**src/shared/strap_cfg_pkg.sv**
```systemverilog
// constants shared by the reset strap configuration block
// assumes a 32-bit ahb-lite slave with one aligned word per register
package strap_cfg_pkg;

  // ****************************************
  // register byte offsets
  // ****************************************
  localparam logic [7:0] OFS_STATUS = 8'h00;
  localparam logic [7:0] OFS_CPU_RATIO = 8'h04;
  localparam logic [7:0] OFS_MULT = 8'h08;
  localparam logic [7:0] OFS_STRAPS = 8'h0c;
  localparam logic [7:0] OFS_CTRL = 8'h10;

  // ****************************************
  // field positions and widths
  // ****************************************
  localparam int CODE_W = 5;
  localparam int MULT_W = 4;
  localparam int MISC_W = 13;
  localparam int CHK_W = 8;
  localparam int ST_BYPASS = 5;
  localparam int ST_CLKOFF = 6;
  localparam int ST_RSVD = 7;
  localparam int ST_BUS32 = 8;
  localparam int ST_DONE = 9;
  localparam int MULT_CPU_LSB = 8;
  localparam int CTRL_RXOFF = 0;
  localparam int MISC_DL0 = 12;

  // ****************************************
  // reset values
  // ****************************************
  localparam logic [CODE_W-1:0] CODE_RST = 5'h1f;
  localparam logic [MISC_W-1:0] MISC_RST = 13'h1fff;
  localparam logic [31:0] CTRL_RST = 32'h0000_0000;
  localparam logic [MULT_W-1:0] MULT_1TO1 = 4'h2;

  typedef enum logic [1:0] {CAP_LATCH, CAP_RUN} cap_e;

endpackage

```
**src/shared/ratio_if.sv**
```systemverilog
// bundle between the strap code and its ratio decoder
// assumes the decoder is purely combinational
interface ratio_if;
  import strap_cfg_pkg::*;
  logic [CODE_W-1:0] code;
  logic [CODE_W-1:0] hid;
  logic [MULT_W-1:0] mem_mult;
  logic [MULT_W-1:0] cpu_mult;
  logic              bypass;
  logic              clk_off;
  logic              rsvd;
  modport dec (input code, output hid, mem_mult, cpu_mult, bypass,
               clk_off, rsvd);
  modport use_side (output code, input hid, mem_mult, cpu_mult,
                    bypass, clk_off, rsvd);
endinterface

```
**src/hw/strap_cfg.sv**
```systemverilog
// reset strap capture, clock ratio configuration and pad control
// assumes strap pins are board resistors, asynchronous to hclk, and
// a memory controller on hclk reporting reads in progress
//
// Overview of operation
// - sample ratio and configuration straps during reset
// - code sets memory and cpu multipliers
// - readback field shows only the cpu multiplier
// - eleven codes are reserved, board must avoid
// - bypass codes: reference clocks cpu, pll off
// - codes 11110, 11111 stop all internal clocking
// - data receivers off unless reading
// - 32-bit mode: low lane, checks 4-7 zero
// - strap pull-ups on only during reset
// - request and test port pull-ups always on
//
// Design decisions made here: the register addresses and the AHB-Lite interface to the registers.
module strap_cfg
  import strap_cfg_pkg::*;
(
  input  wire logic              hclk,
  input  wire logic              hresetn,
  input  wire logic              hsel,
  input  wire logic [31:0]       haddr,
  input  wire logic [1:0]        htrans,
  input  wire logic              hwrite,
  input  wire logic [2:0]        hsize,
  input  wire logic [31:0]       hwdata,
  input  wire logic              hready,
  output logic                   hreadyout,
  output logic [31:0]            hrdata,
  output logic                   hresp,
  input  wire logic [CODE_W-1:0] ratio_strap,
  input  wire logic              grant_four_strap,
  input  wire logic              flash_output_strap,
  input  wire logic              rom_select_strap,
  input  wire logic [2:0]        memory_addr_attr_strap,
  input  wire logic [2:0]        parity_addr_attr_strap,
  input  wire logic              quiesce_ack_strap,
  input  wire logic              machine_check_out_strap,
  input  wire logic              low_data_lane_strap,
  input  wire logic              read_active,
  output logic                   strap_pullup_en,
  output logic                   fixed_pullup_en,
  output logic [MULT_W-1:0]      mem_mult,
  output logic [MULT_W-1:0]      cpu_mult,
  output logic [CODE_W-1:0]      cpu_ratio_readback_field,
  output logic                   cpu_clk_from_ref,
  output logic                   periph_pll_en,
  output logic                   bus_one_to_one,
  output logic                   clocks_run,
  output logic                   bus32_mode,
  output logic                   high_data_lane_rx_en,
  output logic                   low_data_lane_rx_en,
  output logic [CHK_W-1:0]       memory_check_bits_rx_en,
  output logic                   low_data_lane_drive_zero,
  output logic [CHK_W-1:0]       memory_check_bits_drive_zero
);

  // ****************************************
  // strap synchronisers
  // ****************************************
  // no reset here on purpose: these flops keep sampling the pins
  // while the block is held in reset, so the capture at release
  // sees levels taken during reset
  logic [CODE_W+MISC_W-1:0] pin_s1;
  logic [CODE_W+MISC_W-1:0] pin_s2;
  logic [CODE_W+MISC_W-1:0] pin_raw;

  assign pin_raw = {ratio_strap, low_data_lane_strap,
                    grant_four_strap, flash_output_strap,
                    rom_select_strap, memory_addr_attr_strap,
                    parity_addr_attr_strap, quiesce_ack_strap,
                    machine_check_out_strap, 1'b0};

  always_ff @(posedge hclk)
  begin
    pin_s1 <= pin_raw;
    pin_s2 <= pin_s1;
  end

  // ****************************************
  // capture sequence
  // ****************************************
  cap_e              cap_r;
  logic [CODE_W-1:0] code_r;
  logic [MISC_W-1:0] misc_r;

  always_ff @(posedge hclk or negedge hresetn)
  begin
    if (!hresetn)
      cap_r <= CAP_LATCH;
    else
      cap_r <= CAP_RUN;
  end

  // one capture on the first edge after release, then frozen
  always_ff @(posedge hclk or negedge hresetn)
  begin
    if (!hresetn)
    begin
      code_r <= CODE_RST;
      misc_r <= MISC_RST;
    end
    else if (cap_r == CAP_LATCH)
    begin
      code_r <= pin_s2[CODE_W+MISC_W-1:MISC_W];
      misc_r <= pin_s2[MISC_W-1:0];
    end
  end

  // ****************************************
  // ratio decode
  // ****************************************
  ratio_if rif ();

  assign rif.code = code_r;

  ratio_decode u_dec (
    .rif (rif)
  );

  logic done;
  assign done = (cap_r == CAP_RUN);

  // ****************************************
  // clock configuration outputs
  // ****************************************
  // until the capture lands every clock stays off, so no domain
  // starts from the reset default code
  always_ff @(posedge hclk or negedge hresetn)
  begin
    if (!hresetn)
    begin
      mem_mult                 <= '0;
      cpu_mult                 <= '0;
      cpu_ratio_readback_field <= '0;
      cpu_clk_from_ref         <= 1'b0;
      periph_pll_en            <= 1'b0;
      bus_one_to_one           <= 1'b0;
      clocks_run               <= 1'b0;
    end
    else
    begin
      mem_mult                 <= rif.mem_mult;
      cpu_mult                 <= rif.cpu_mult;
      cpu_ratio_readback_field <= rif.hid;
      cpu_clk_from_ref         <= done && rif.bypass;
      bus_one_to_one           <= done && rif.bypass;
      // reserved codes are treated as unsafe: the pll stays off
      periph_pll_en            <= done && !rif.bypass && !rif.clk_off
                                  && !rif.rsvd;
      clocks_run               <= done && !rif.clk_off;
    end
  end

  // ****************************************
  // pull-up control
  // ****************************************
  always_ff @(posedge hclk or negedge hresetn)
  begin
    if (!hresetn)
      strap_pullup_en <= 1'b1;
    else
      strap_pullup_en <= 1'b0;
  end

  always_ff @(posedge hclk or negedge hresetn)
  begin
    if (!hresetn)
      fixed_pullup_en <= 1'b1;
    else
      fixed_pullup_en <= 1'b1;
  end

  // ****************************************
  // control register
  // ****************************************
  logic [31:0] ctrl_r;
  logic [31:0] ctrl_nxt;
  logic        bus32;

  // a low level on the low lane strap picks the 32-bit data bus
  assign bus32 = !misc_r[MISC_DL0];

  // ****************************************
  // memory data receivers and drivers
  // ****************************************
  // software may hold every receiver off, e.g. while the memory
  // controller is idle for long stretches; reads then return zero
  logic rx_ok;
  assign rx_ok = read_active && done && !ctrl_r[CTRL_RXOFF];

  always_ff @(posedge hclk or negedge hresetn)
  begin
    if (!hresetn)
    begin
      bus32_mode                   <= 1'b0;
      high_data_lane_rx_en         <= 1'b0;
      low_data_lane_rx_en          <= 1'b0;
      memory_check_bits_rx_en      <= '0;
      low_data_lane_drive_zero     <= 1'b0;
      memory_check_bits_drive_zero <= '0;
    end
    else
    begin
      bus32_mode                   <= bus32;
      high_data_lane_rx_en         <= rx_ok;
      low_data_lane_rx_en          <= rx_ok && !bus32;
      memory_check_bits_rx_en      <= {{(CHK_W/2){rx_ok && !bus32}},
                                       {(CHK_W/2){rx_ok}}};
      low_data_lane_drive_zero     <= bus32;
      memory_check_bits_drive_zero <= {{(CHK_W/2){bus32}},
                                       {(CHK_W/2){1'b0}}};
    end
  end

  // ****************************************
  // ahb-lite address phase
  // ****************************************
  logic       acc;
  logic       wr_pend_r;
  logic [7:0] wr_addr_r;

  assign acc = hsel && hready && htrans[1];

  // zero wait states, always okay
  always_ff @(posedge hclk or negedge hresetn)
  begin
    if (!hresetn)
    begin
      hreadyout <= 1'b0;
      hresp     <= 1'b0;
    end
    else
    begin
      hreadyout <= 1'b1;
      hresp     <= 1'b0;
    end
  end

  always_ff @(posedge hclk or negedge hresetn)
  begin
    if (!hresetn)
    begin
      wr_pend_r <= 1'b0;
      wr_addr_r <= '0;
    end
    else
    begin
      wr_pend_r <= acc && hwrite;
      if (acc)
        wr_addr_r <= haddr[7:0];
    end
  end

  // ****************************************
  // ahb-lite data phase write
  // ****************************************
  function automatic logic hit(input logic [31:0] a,
                               input logic [7:0]  ofs);
    hit = (a[31:8] == 24'h000000) && (a[7:0] == ofs);
  endfunction

  always_comb
  begin
    ctrl_nxt = ctrl_r;
    if (wr_pend_r && hit({24'h000000, wr_addr_r}, OFS_CTRL))
      ctrl_nxt = {31'h0000_0000, hwdata[CTRL_RXOFF]};
  end

  always_ff @(posedge hclk or negedge hresetn)
  begin
    if (!hresetn)
      ctrl_r <= CTRL_RST;
    else
      ctrl_r <= ctrl_nxt;
  end

  // ****************************************
  // read data
  // ****************************************
  // read data is registered at the address phase edge, using the
  // next control value so a write just before a read is seen
  logic [31:0] rd_nxt;

  always_comb
  begin
    rd_nxt = 32'h0000_0000;
    if (hit(haddr, OFS_STATUS))
    begin
      rd_nxt[CODE_W-1:0] = code_r;
      rd_nxt[ST_BYPASS]  = rif.bypass;
      rd_nxt[ST_CLKOFF]  = rif.clk_off;
      rd_nxt[ST_RSVD]    = rif.rsvd;
      rd_nxt[ST_BUS32]   = bus32;
      rd_nxt[ST_DONE]    = done;
    end
    else if (hit(haddr, OFS_CPU_RATIO))
      rd_nxt[CODE_W-1:0] = rif.hid;
    else if (hit(haddr, OFS_MULT))
    begin
      rd_nxt[MULT_W-1:0] = rif.mem_mult;
      rd_nxt[MULT_CPU_LSB +: MULT_W] = rif.cpu_mult;
    end
    else if (hit(haddr, OFS_STRAPS))
      rd_nxt[MISC_W-1:0] = misc_r;
    else if (hit(haddr, OFS_CTRL))
      rd_nxt = ctrl_nxt;
  end

  always_ff @(posedge hclk or negedge hresetn)
  begin
    if (!hresetn)
      hrdata <= '0;
    else if (acc && !hwrite)
      hrdata <= rd_nxt;
  end

endmodule

```
**src/hw/ratio_decode.sv**
```systemverilog
// decodes the 5-bit clock ratio strap code into multipliers and modes
// assumes code[4] is strap pin 0; multipliers are given in halves
module ratio_decode
  import strap_cfg_pkg::*;
(
  ratio_if.dec rif
);

  logic [CODE_W+2*MULT_W-1:0] v;

  // ****************************************
  // code table: {cpu readback, mem x2, cpu x2}
  // ****************************************
  always_comb
  begin
    v = '0;
    rif.rsvd = 1'b0;
    unique case (rif.code)
      5'h00: v = {5'h06, 4'h6, 4'h5};
      5'h01: v = {5'h18, 4'h6, 4'h6};
      5'h02: v = {5'h05, 4'h2, 4'h4};
      5'h03: v = {5'h05, MULT_1TO1, 4'h4};
      5'h04: v = {5'h05, 4'h4, 4'h4};
      5'h05: v = {5'h06, MULT_1TO1, 4'h5};
      5'h07: v = {5'h18, MULT_1TO1, 4'h6};
      5'h08: v = {5'h18, 4'h2, 4'h6};
      5'h0a: v = {5'h07, 4'h4, 4'h9};
      5'h0c: v = {5'h06, 4'h4, 4'h5};
      5'h0e: v = {5'h18, 4'h4, 4'h6};
      5'h10: v = {5'h04, 4'h6, 4'h4};
      5'h12: v = {5'h04, 4'h3, 4'h4};
      5'h14: v = {5'h1e, 4'h4, 4'h7};
      5'h16: v = {5'h1a, 4'h4, 4'h8};
      5'h18: v = {5'h18, 4'h5, 4'h6};
      5'h1a: v = {5'h1a, 4'h2, 4'h8};
      5'h1c: v = {5'h18, 4'h3, 4'h6};
      5'h1d: v = {5'h06, 4'h3, 4'h5};
      5'h1e: v = {5'h0f, 4'h0, 4'h0};
      5'h1f: v = {5'h1f, 4'h0, 4'h0};
      default: rif.rsvd = 1'b1;
    endcase
  end

  assign rif.hid = v[CODE_W+2*MULT_W-1:2*MULT_W];
  assign rif.mem_mult = v[2*MULT_W-1:MULT_W];
  assign rif.cpu_mult = v[MULT_W-1:0];
  assign rif.bypass = (rif.code == 5'h03) || (rif.code == 5'h05)
                   || (rif.code == 5'h07);
  assign rif.clk_off = (rif.code == 5'h1e) || (rif.code == 5'h1f);

endmodule

```
**config.mk**
```make
export PLATFORM = sky130hd
export DESIGN_NAME = strap_cfg
export DESIGN_NICKNAME = d
export VERILOG_FILES = /design/src/shared/strap_cfg_pkg.sv /design/src/shared/ratio_if.sv /design/src/hw/strap_cfg.sv /design/src/hw/ratio_decode.sv
export SDC_FILE = /design/constraint.sdc
export NUM_CORES = 1
export LEC_CHECK = 0
export BUFFER_PORTS_ARGS = -buffer_cell sky130_fd_sc_hd__buf_2
export CORE_MARGIN = 10
export CORE_UTILIZATION = 40
export CTS_CLUSTER_DIAMETER = 200
export CTS_CLUSTER_SIZE = 25
export DETAILED_ROUTE_END_ITERATION = 7
export GPL_TIMING_DRIVEN = 0
export PLACE_DENSITY = 0.69
export SYNTH_ARGS = -nofsm -noshare
export SYNTH_HDL_FRONTEND = slang
export SYNTH_SLANG_ARGS = --single-unit
```
**constraint.sdc**
```tcl
create_clock -name hclk -period 2.5 [get_ports hclk]
set_input_delay 0.5 -clock hclk [delete_from_list [all_inputs] [get_ports hclk]]
set_output_delay 0.5 -clock hclk [all_outputs]
set_load 0.05 [all_outputs]
```
==> impl_results.md, run 1 <==
- Number of pins with negative max-slew slack in the final report: 0
- Post-synth EDFFs: 0
- Ys async rst share: about 77%
- Final Hold Fails: 0
- Outcome: finished clean
- Leakage: 3.40 nW
- Die Span Y: 139 um
- Clock Path Buffers: 2
- Critical path's most frequent cell: clkbuf_1
- Required time of the critical path: approximately 2.8 ns
- Dominant synthesized flop cell: dfrtp_1
- Final non-filler cell area: 7100 um^2
- Setup_tns: 0 ns
- Max VDD drop: 0.590 mV
- Mapped Avg Cell Area: about 12 um^2
- Antenna violations before repair: 0
- Latest clock arrival within the worst-skew pair: 0.42 ns
- Area delta synth->final: 26.1%
- Global-route wire length before repair: 23700 um
- Dominant delay contributor by cell family on the critical path: buffers and inverters
- Cell count along the critical path: 6
- Final worst path period need: 2.19 ns
- Via count normalized by instance count: 5.09
- Largest cells by area after synthesis: dfrtp_1, dfxtp_1, dfstp_2
- Clock slew at reported path FFs: ~0.060 ns
- Grt total ovfl: 0
- Minimum setup slack among reg-to-reg paths: 0.31 ns
- DR DRC count: 0
- Count of max-cap constraint violations: 0
- Count of TritonRoute iterations in the first routing pass: 5
- Io pins: 165
- Antenna diode count: 0
- Die Area: between 15000 and 20000 um^2
- Total number of nets in the final design: around 690
- DR WL/cell: 18.5 um
- Maximum number of pins on one net before global-route repair: 76
- Cell with the most instances after synthesis: dfrtp_1
- Synthesized instance count: 453
- Clock tree from TritonCTS: yes
- Combined global-route utilization of all metal layers: 15.5%
- CTS resizes: 0
- Number of placement rows: 43
- Cell area after synthesis: approximately 5600 um^2
- Launching element type of the critical path: flip-flop
- Signal arrival time at the worst endpoint: 2.53 ns
- Layout cells sized above 1: 38.0%
- Fraction of synthesized cell area taken by the top area cell type: approximately two fifths
- Placement Cell Area: between 6000 and 7000 um^2
- Die span in x: 139 um
- Worst Setup End Kind: flip-flop
- Ys Warns: 0
- Number of H-tree levels: 4
- Post-Route Utilization: a little over 50%
- First DRT Iteration DRCs: 337
- HPWL Detailed: 10900 um
- Number of nets with antenna violations after routing: 0
- Worst hold path class: primary input to asynchronous set/reset pin
- Number of setup buffers added after CTS: 0
- Root Buffer Master: clkbuf_16
- Number of buffers inserted during clock tree synthesis: 17
- Final Wtd Congestion: 0.921
- Final clock skew: 0.00810 ns
- Power per unit of standard cell area: 848 nW/um^2
- Crit Path Class: flip-flop to flip-flop
- Post-synthesis sequential element count: around 150
- Number of global-route vias before repair: 4220
- Register area share after synthesis: 61.8%
- Standard cell core area: 13800 um^2
- Largest fanout of any net on the critical path: 10
- Number of buffers inserted by hold repair at cts: 0
- Initial standard-cell utilization of the core: 40.7%
- Number of buffers and inverters on the critical path: 2
- Final period utilization: 87.8%
- Distinct cells, synth: 58
- CP max stage cell: dfstp_2
- Number of buffers added on ports: 120
- Worst-Margin Slew: 0.700 ns
- Maximum cell stage delay along the critical path: 0.54 ns
- Setup repair after global routing missed its margin: no
- Cell taking the most area after synthesis: dfrtp_1
- Synth top cells by count: dfrtp_1, and2_1, dfxtp_1, nand2_1, mux2_2
- WHS: between 0.04 and 0.05 ns
- Worst-path cell chain: clkbuf_1, clkbuf_1, o311ai_0, a211oi_1, nand4_1, o211ai_1
- Reg2reg path depth: 6
- Clock sink count: 145
- Via count: 4035
- Fmax: around 460 MHz
- Total wire length: approximately 15000 um
- Final setup fails: 0
- Slew Limit Headroom: 53.0%
==> where the power goes <==
| part | internal, mW | total (mW) | switching [mW] |
|---|---|---|---|
| Sequential | 2.51 | 2.59 | 0.0800 |
| Clock | 1.59 | 2.52 | 0.929 |
| Combinational | 0.265 | 0.907 | 0.643 |
| Total | 4.37 | 6.02 | 1.65 |
==> worst register-to-register path, delay by kind of cell (launching register included) <==
kind / cells / cell delay, ns
compound gates: 3 / 0.68
simple gates: 1 / 0.13
buf+inv: 2 / 0.76
flops: 1 / 0.54
==> per-layer routing <==
metal  track usage (%)  vias up  routed length [um]
met3              5.51       20                1030
met1              19.4     1972                6540
met5                 0        -                   0
met4              6.37        0                 305
li1                  -     1884                   -
met2              23.8      159                6820
==> cell families (layout without fill, tap and decap cells) <==
group | count (synthesis) | count (layout) | synth area share, %
AO/OA/AOI/OAI | 90 | 90 | 11.9
XOR/XNOR | 3 | 3 | 0.467
buffers and inverters | 52 | 205 | 5.11
flip-flops | 145 | 145 | 61.8
multiplexers | 24 | 24 | 4.80
other | 2 | 9 | 0.133
AND/OR/NAND/NOR | 137 | 137 | 15.7
==> area by class of cell <==
class	instances	area (um^2)
multi-input cells	263	1890
clock inverters	10	133
well taps	180	225
repair buffers	121	631
clock buffers	22	454
plain buffers	47	269
flip-flops and latches	145	3480
fillers	1219	6730
inverters	5	18.8
==> cells in the final DEF, fill, tap and decap left out, drive strengths merged, types with 6 or more instances in the layout <==
cell type / netlist / final
a22o: 19 / 19
nor2: 17 / 17
conb: 2 / 9
nand4: 6 / 6
a221oi: 9 / 9
dfxtp: 34 / 34
nand3: 11 / 11
nand2b: 8 / 8
dfstp: 19 / 19
nand2: 26 / 26
buf: 31 / 152
a21oi: 12 / 12
and2: 35 / 35
clkbuf: 16 / 38
nor4: 9 / 9
mux2: 24 / 24
o21ai: 10 / 10
dfrtp: 92 / 92
inv: 5 / 7
==> worst paths after layout <==
path | startpoint | to
setup reg to reg | code_r[4] | hrdata[0]
hold reg to reg | pin_s1[4] | pin_s2[4]
hold / removal | hresetn | periph_pll_en
max in group asynchronous | hresetn | strap_pullup_en
setup / recovery | code_r[4] | hrdata[0]
min in group hclk | ratio_strap[4] | pin_s1[17]
==> through the flow <==
stage	setup WS (ns)	power [mW]	cells
after global routing	0.128	6.26	793
after global placement	-0.261	3.54	760
after detailed placement	-0.0854	3.55	761
after floorplan	0.644	3.24	460
after CTS	0.281	6.08	793
final	0.305	6.02	793
==> registers in the layout, summed over array words and instances, names as in the netlist, 5 cells and up <==
name	cells
ctrl_r	32
hrdata	32
pin_s1	17
pin_s2	17
misc_r	13
wr_addr_r	8
code_r	5
cpu_ratio_readback_field	5
(Power assumes the default switching activity.)
==> run 2, diff against run 1 <==
--- a/config.mk
+++ b/config.mk
@@ -13,6 +13,7 @@
 export DETAILED_ROUTE_END_ITERATION = 7
 export GPL_TIMING_DRIVEN = 0
 export PLACE_DENSITY = 0.69
+export SETUP_SLACK_MARGIN = 0.5
 export SYNTH_ARGS = -nofsm -noshare
 export SYNTH_HDL_FRONTEND = slang
 export SYNTH_SLANG_ARGS = --single-unit
==> constraint.sdc (replaced) <==
create_clock -name hclk -period 2.5 [get_ports hclk]
set_input_delay 0 -clock hclk [delete_from_list [all_inputs] [get_ports hclk]]
set_output_delay 0 -clock hclk [all_outputs]
set_load 0.05 [all_outputs]
==> impl_results.md, run 2 (synthesis results as in run 1) <==
- Outcome: finished clean
- Number of buffers added on ports: 120 (unchanged)
- Total number of nets in the final design: 722 (+4.3%)
- Cell count of the worst hold path: 3
- Placement Cell Area: 6510 um^2 (unchanged)
- Hold-critical path endpoint: wr_addr_r[7]
- Top flop regs: ctrl_r x32, hrdata x32
- Dominant delay contributor by cell family on the critical path: flip-flops
- Via count normalized by instance count: 5.02 (-1.4%)
- Clock sink count: 145 (unchanged)
- Final Hold Fails: 0 (unchanged)
- Maximum number of pins on one net before global-route repair: 76 (unchanged)
- Via count: 4129 (+2.3%)
- DR WL/cell: 18.2 um (-1.6%)
- Reg-to-Reg End: hrdata[0]
- Crit Path Class: flip-flop to flip-flop
- Number of buffers inserted during clock tree synthesis: 17 (unchanged)
- Die Span Y: 139 um (unchanged)
- Final clock skew: 0.00759 ns (-0.000509 ns)
- Area delta synth->final: 32.0%
- Root Buffer Master: clkbuf_16
- Worst-Margin Slew: 0.649 ns (-0.0508 ns)
- Initial standard-cell utilization of the core: 40.7% (unchanged)
- Power per unit of standard cell area: 815 nW/um^2 (-3.8%)
- Antenna diode count: 0 (unchanged)
- WHS: 0.0356 ns (-0.00692 ns)
- Standard cell core area: 13800 um^2 (unchanged)
- Total length of routed met2 wires: 7020 um (+2.9%)
- Post-Route Utilization: 53.8% (+2.4 points)
- Number of pins with negative max-slew slack in the final report: 0 (unchanged)
- Worst-path cell chain: clkbuf_4, clkbuf_4, nor2_1, a221oi_2, o211ai_1, nand4_1, o211ai_1
- Latest clock arrival within the worst-skew pair: 0.42 ns (about the same)
- Slew Limit Headroom: 56.7% (+3.7 points)
- DR DRC count: 0 (unchanged)
- HPWL Detailed: 10900 um (unchanged)
- Required time of the critical path: 2.79 ns (-0.04 ns)
- Min-Delay Startpoint: hready
- Number of H-tree levels: 4 (unchanged)
- Count of max-cap constraint violations: 0 (unchanged)
- CP max stage cell: dfstp_2
- Total wire length: 15000 um (+2.1%)
- Routed length on met1: 6590 um (+0.81%)
- Top layer reached by signal wires: met4
- Clock slew at reported path FFs: 0.06 ns (about the same)
- Minimum setup slack among reg-to-reg paths: 0.56 ns (+0.26 ns)
- First DRT Iteration DRCs: 298 (-12%)
- Max VDD drop: 0.597 mV (+1.2%)
- Launching element type of the critical path: flip-flop
- Die span in x: 139 um (unchanged)
- Maximum cell stage delay along the critical path: 0.58 ns (+0.04 ns)
- Combined global-route utilization of all metal layers: 15.7% (+0.28 points)
- Grt total ovfl: 0 (unchanged)
- Tot Pwr: 6.06 mW (+0.70%)
- Setup repair after global routing missed its margin: yes
- Setup_tns: 0 ns (unchanged)
- Antenna violations before repair: 0 (unchanged)
- Die Area: 19200 um^2 (unchanged)
- Signal arrival time at the worst endpoint: 2.23 ns (-0.30 ns)
- Count of TritonRoute iterations in the first routing pass: 4 (-1)
- Number of placement rows: 43 (unchanged)
- Final non-filler cell area: 7440 um^2 (+4.7%)
- Global-route wire length before repair: 24100 um (+1.8%)
- Fmax: 516 MHz (+13%)
- Worst Setup End Kind: flip-flop
- Reg2reg path depth: 7 (+1)
- Clock tree from TritonCTS: yes
- Final setup fails: 0 (unchanged)
- Final period utilization: 77.5% (-10 points)
- Largest fanout of any net on the critical path: 10 (unchanged)
- Fillcell total: 1183 (-3.0%)
- Number of buffers and inverters on the critical path: 2 (unchanged)
- Number of nets with antenna violations after routing: 0 (unchanged)
- Final worst path period need: 1.94 ns (-0.257 ns)
- Leakage: 3.56 nW (+4.7%)
- Reg2reg start: code_r[1]
- Number of global-route vias before repair: 4305 (+2.0%)
- Most frequent cells in the layout: buf_2, dfrtp_1, and2_1
- Clock Path Buffers: 2 (unchanged)
- Final Wtd Congestion: 0.921 (unchanged)
- Worst hold path class: primary input to flip-flop
- Met3 Wirelength: 1120 um (+8.8%)
- Most frequent standard cell in the layout excluding fill and tap cells: buf_2
- Io pins: 165 (unchanged)
- Layout cells sized above 1: 38.6% (+0.56 points)
[run 2: through the flow]
stage,worst slack [ns],cells
CTS,0.482,821
finish,0.562,823
global placement,0.239,760
global route,0.421,823
floorplan,0.755,460
detailed placement,0.360,761
[run 2: how the worst max path moves through the flow]
stage	to	slack [ns]	depth (start not counted)	start
6_report	hrdata[0]	0.56	7	code_r[1]
5_1_grt	hrdata[0]	0.42	7	code_r[1]
4_1_cts	hrdata[0]	0.48	7	code_r[1]
3_5_place_dp	hrdata[1]	0.36	5	code_r[0]
3_3_place_gp	hrdata[26]	0.24	1	hresetn
2_1_floorplan	hrdata[0]	0.76	6	code_r[4]
[run 2: cell type report]
class / instances / area [um^2] / share of cell area, %
plain buffers: 47 / 285 / 3.84
clock buffers: 22 / 454 / 6.11
clock inverters: 10 / 133 / 1.78
inverters: 5 / 18.8 / 0.252
multi-input cells: 263 / 1910 / 25.7
flip-flops and latches: 145 / 3480 / 46.8
well taps: 180 / 225 / 3.03
repair buffers: 151 / 923 / 12.4
[run 2: per-layer routing]
layer,GRT usage (%),up-vias
met5,0,-
li1,-,1940
met2,24.2,168
met1,19.7,2002
met4,6.53,0
met3,5.58,19
[run 2: worst register-to-register path, delay by kind of cell, from the launching register on]
kind                   cells  cell delay (ns)
flip-flops                 1             0.58
AO/OA/AOI/OAI              3             0.53
buffers and inverters      2             0.47
AND/OR/NAND/NOR            2             0.22
[run 2: where the power goes]
| group | switching (mW) | internal (mW) |
|---|---|---|
| combinational | 0.652 | 0.300 |
| sequential | 0.0822 | 2.51 |
| clock | 0.922 | 1.59 |
[run 2: repair_timing]
action,4_1_cts,5_1_grt
buffers inserted,1,2
hold buffers,27,0
pin swaps,1,2
endpoints found under the setup margin,10,25
resized for setup,5,15
endpoints found under the hold margin,64,0
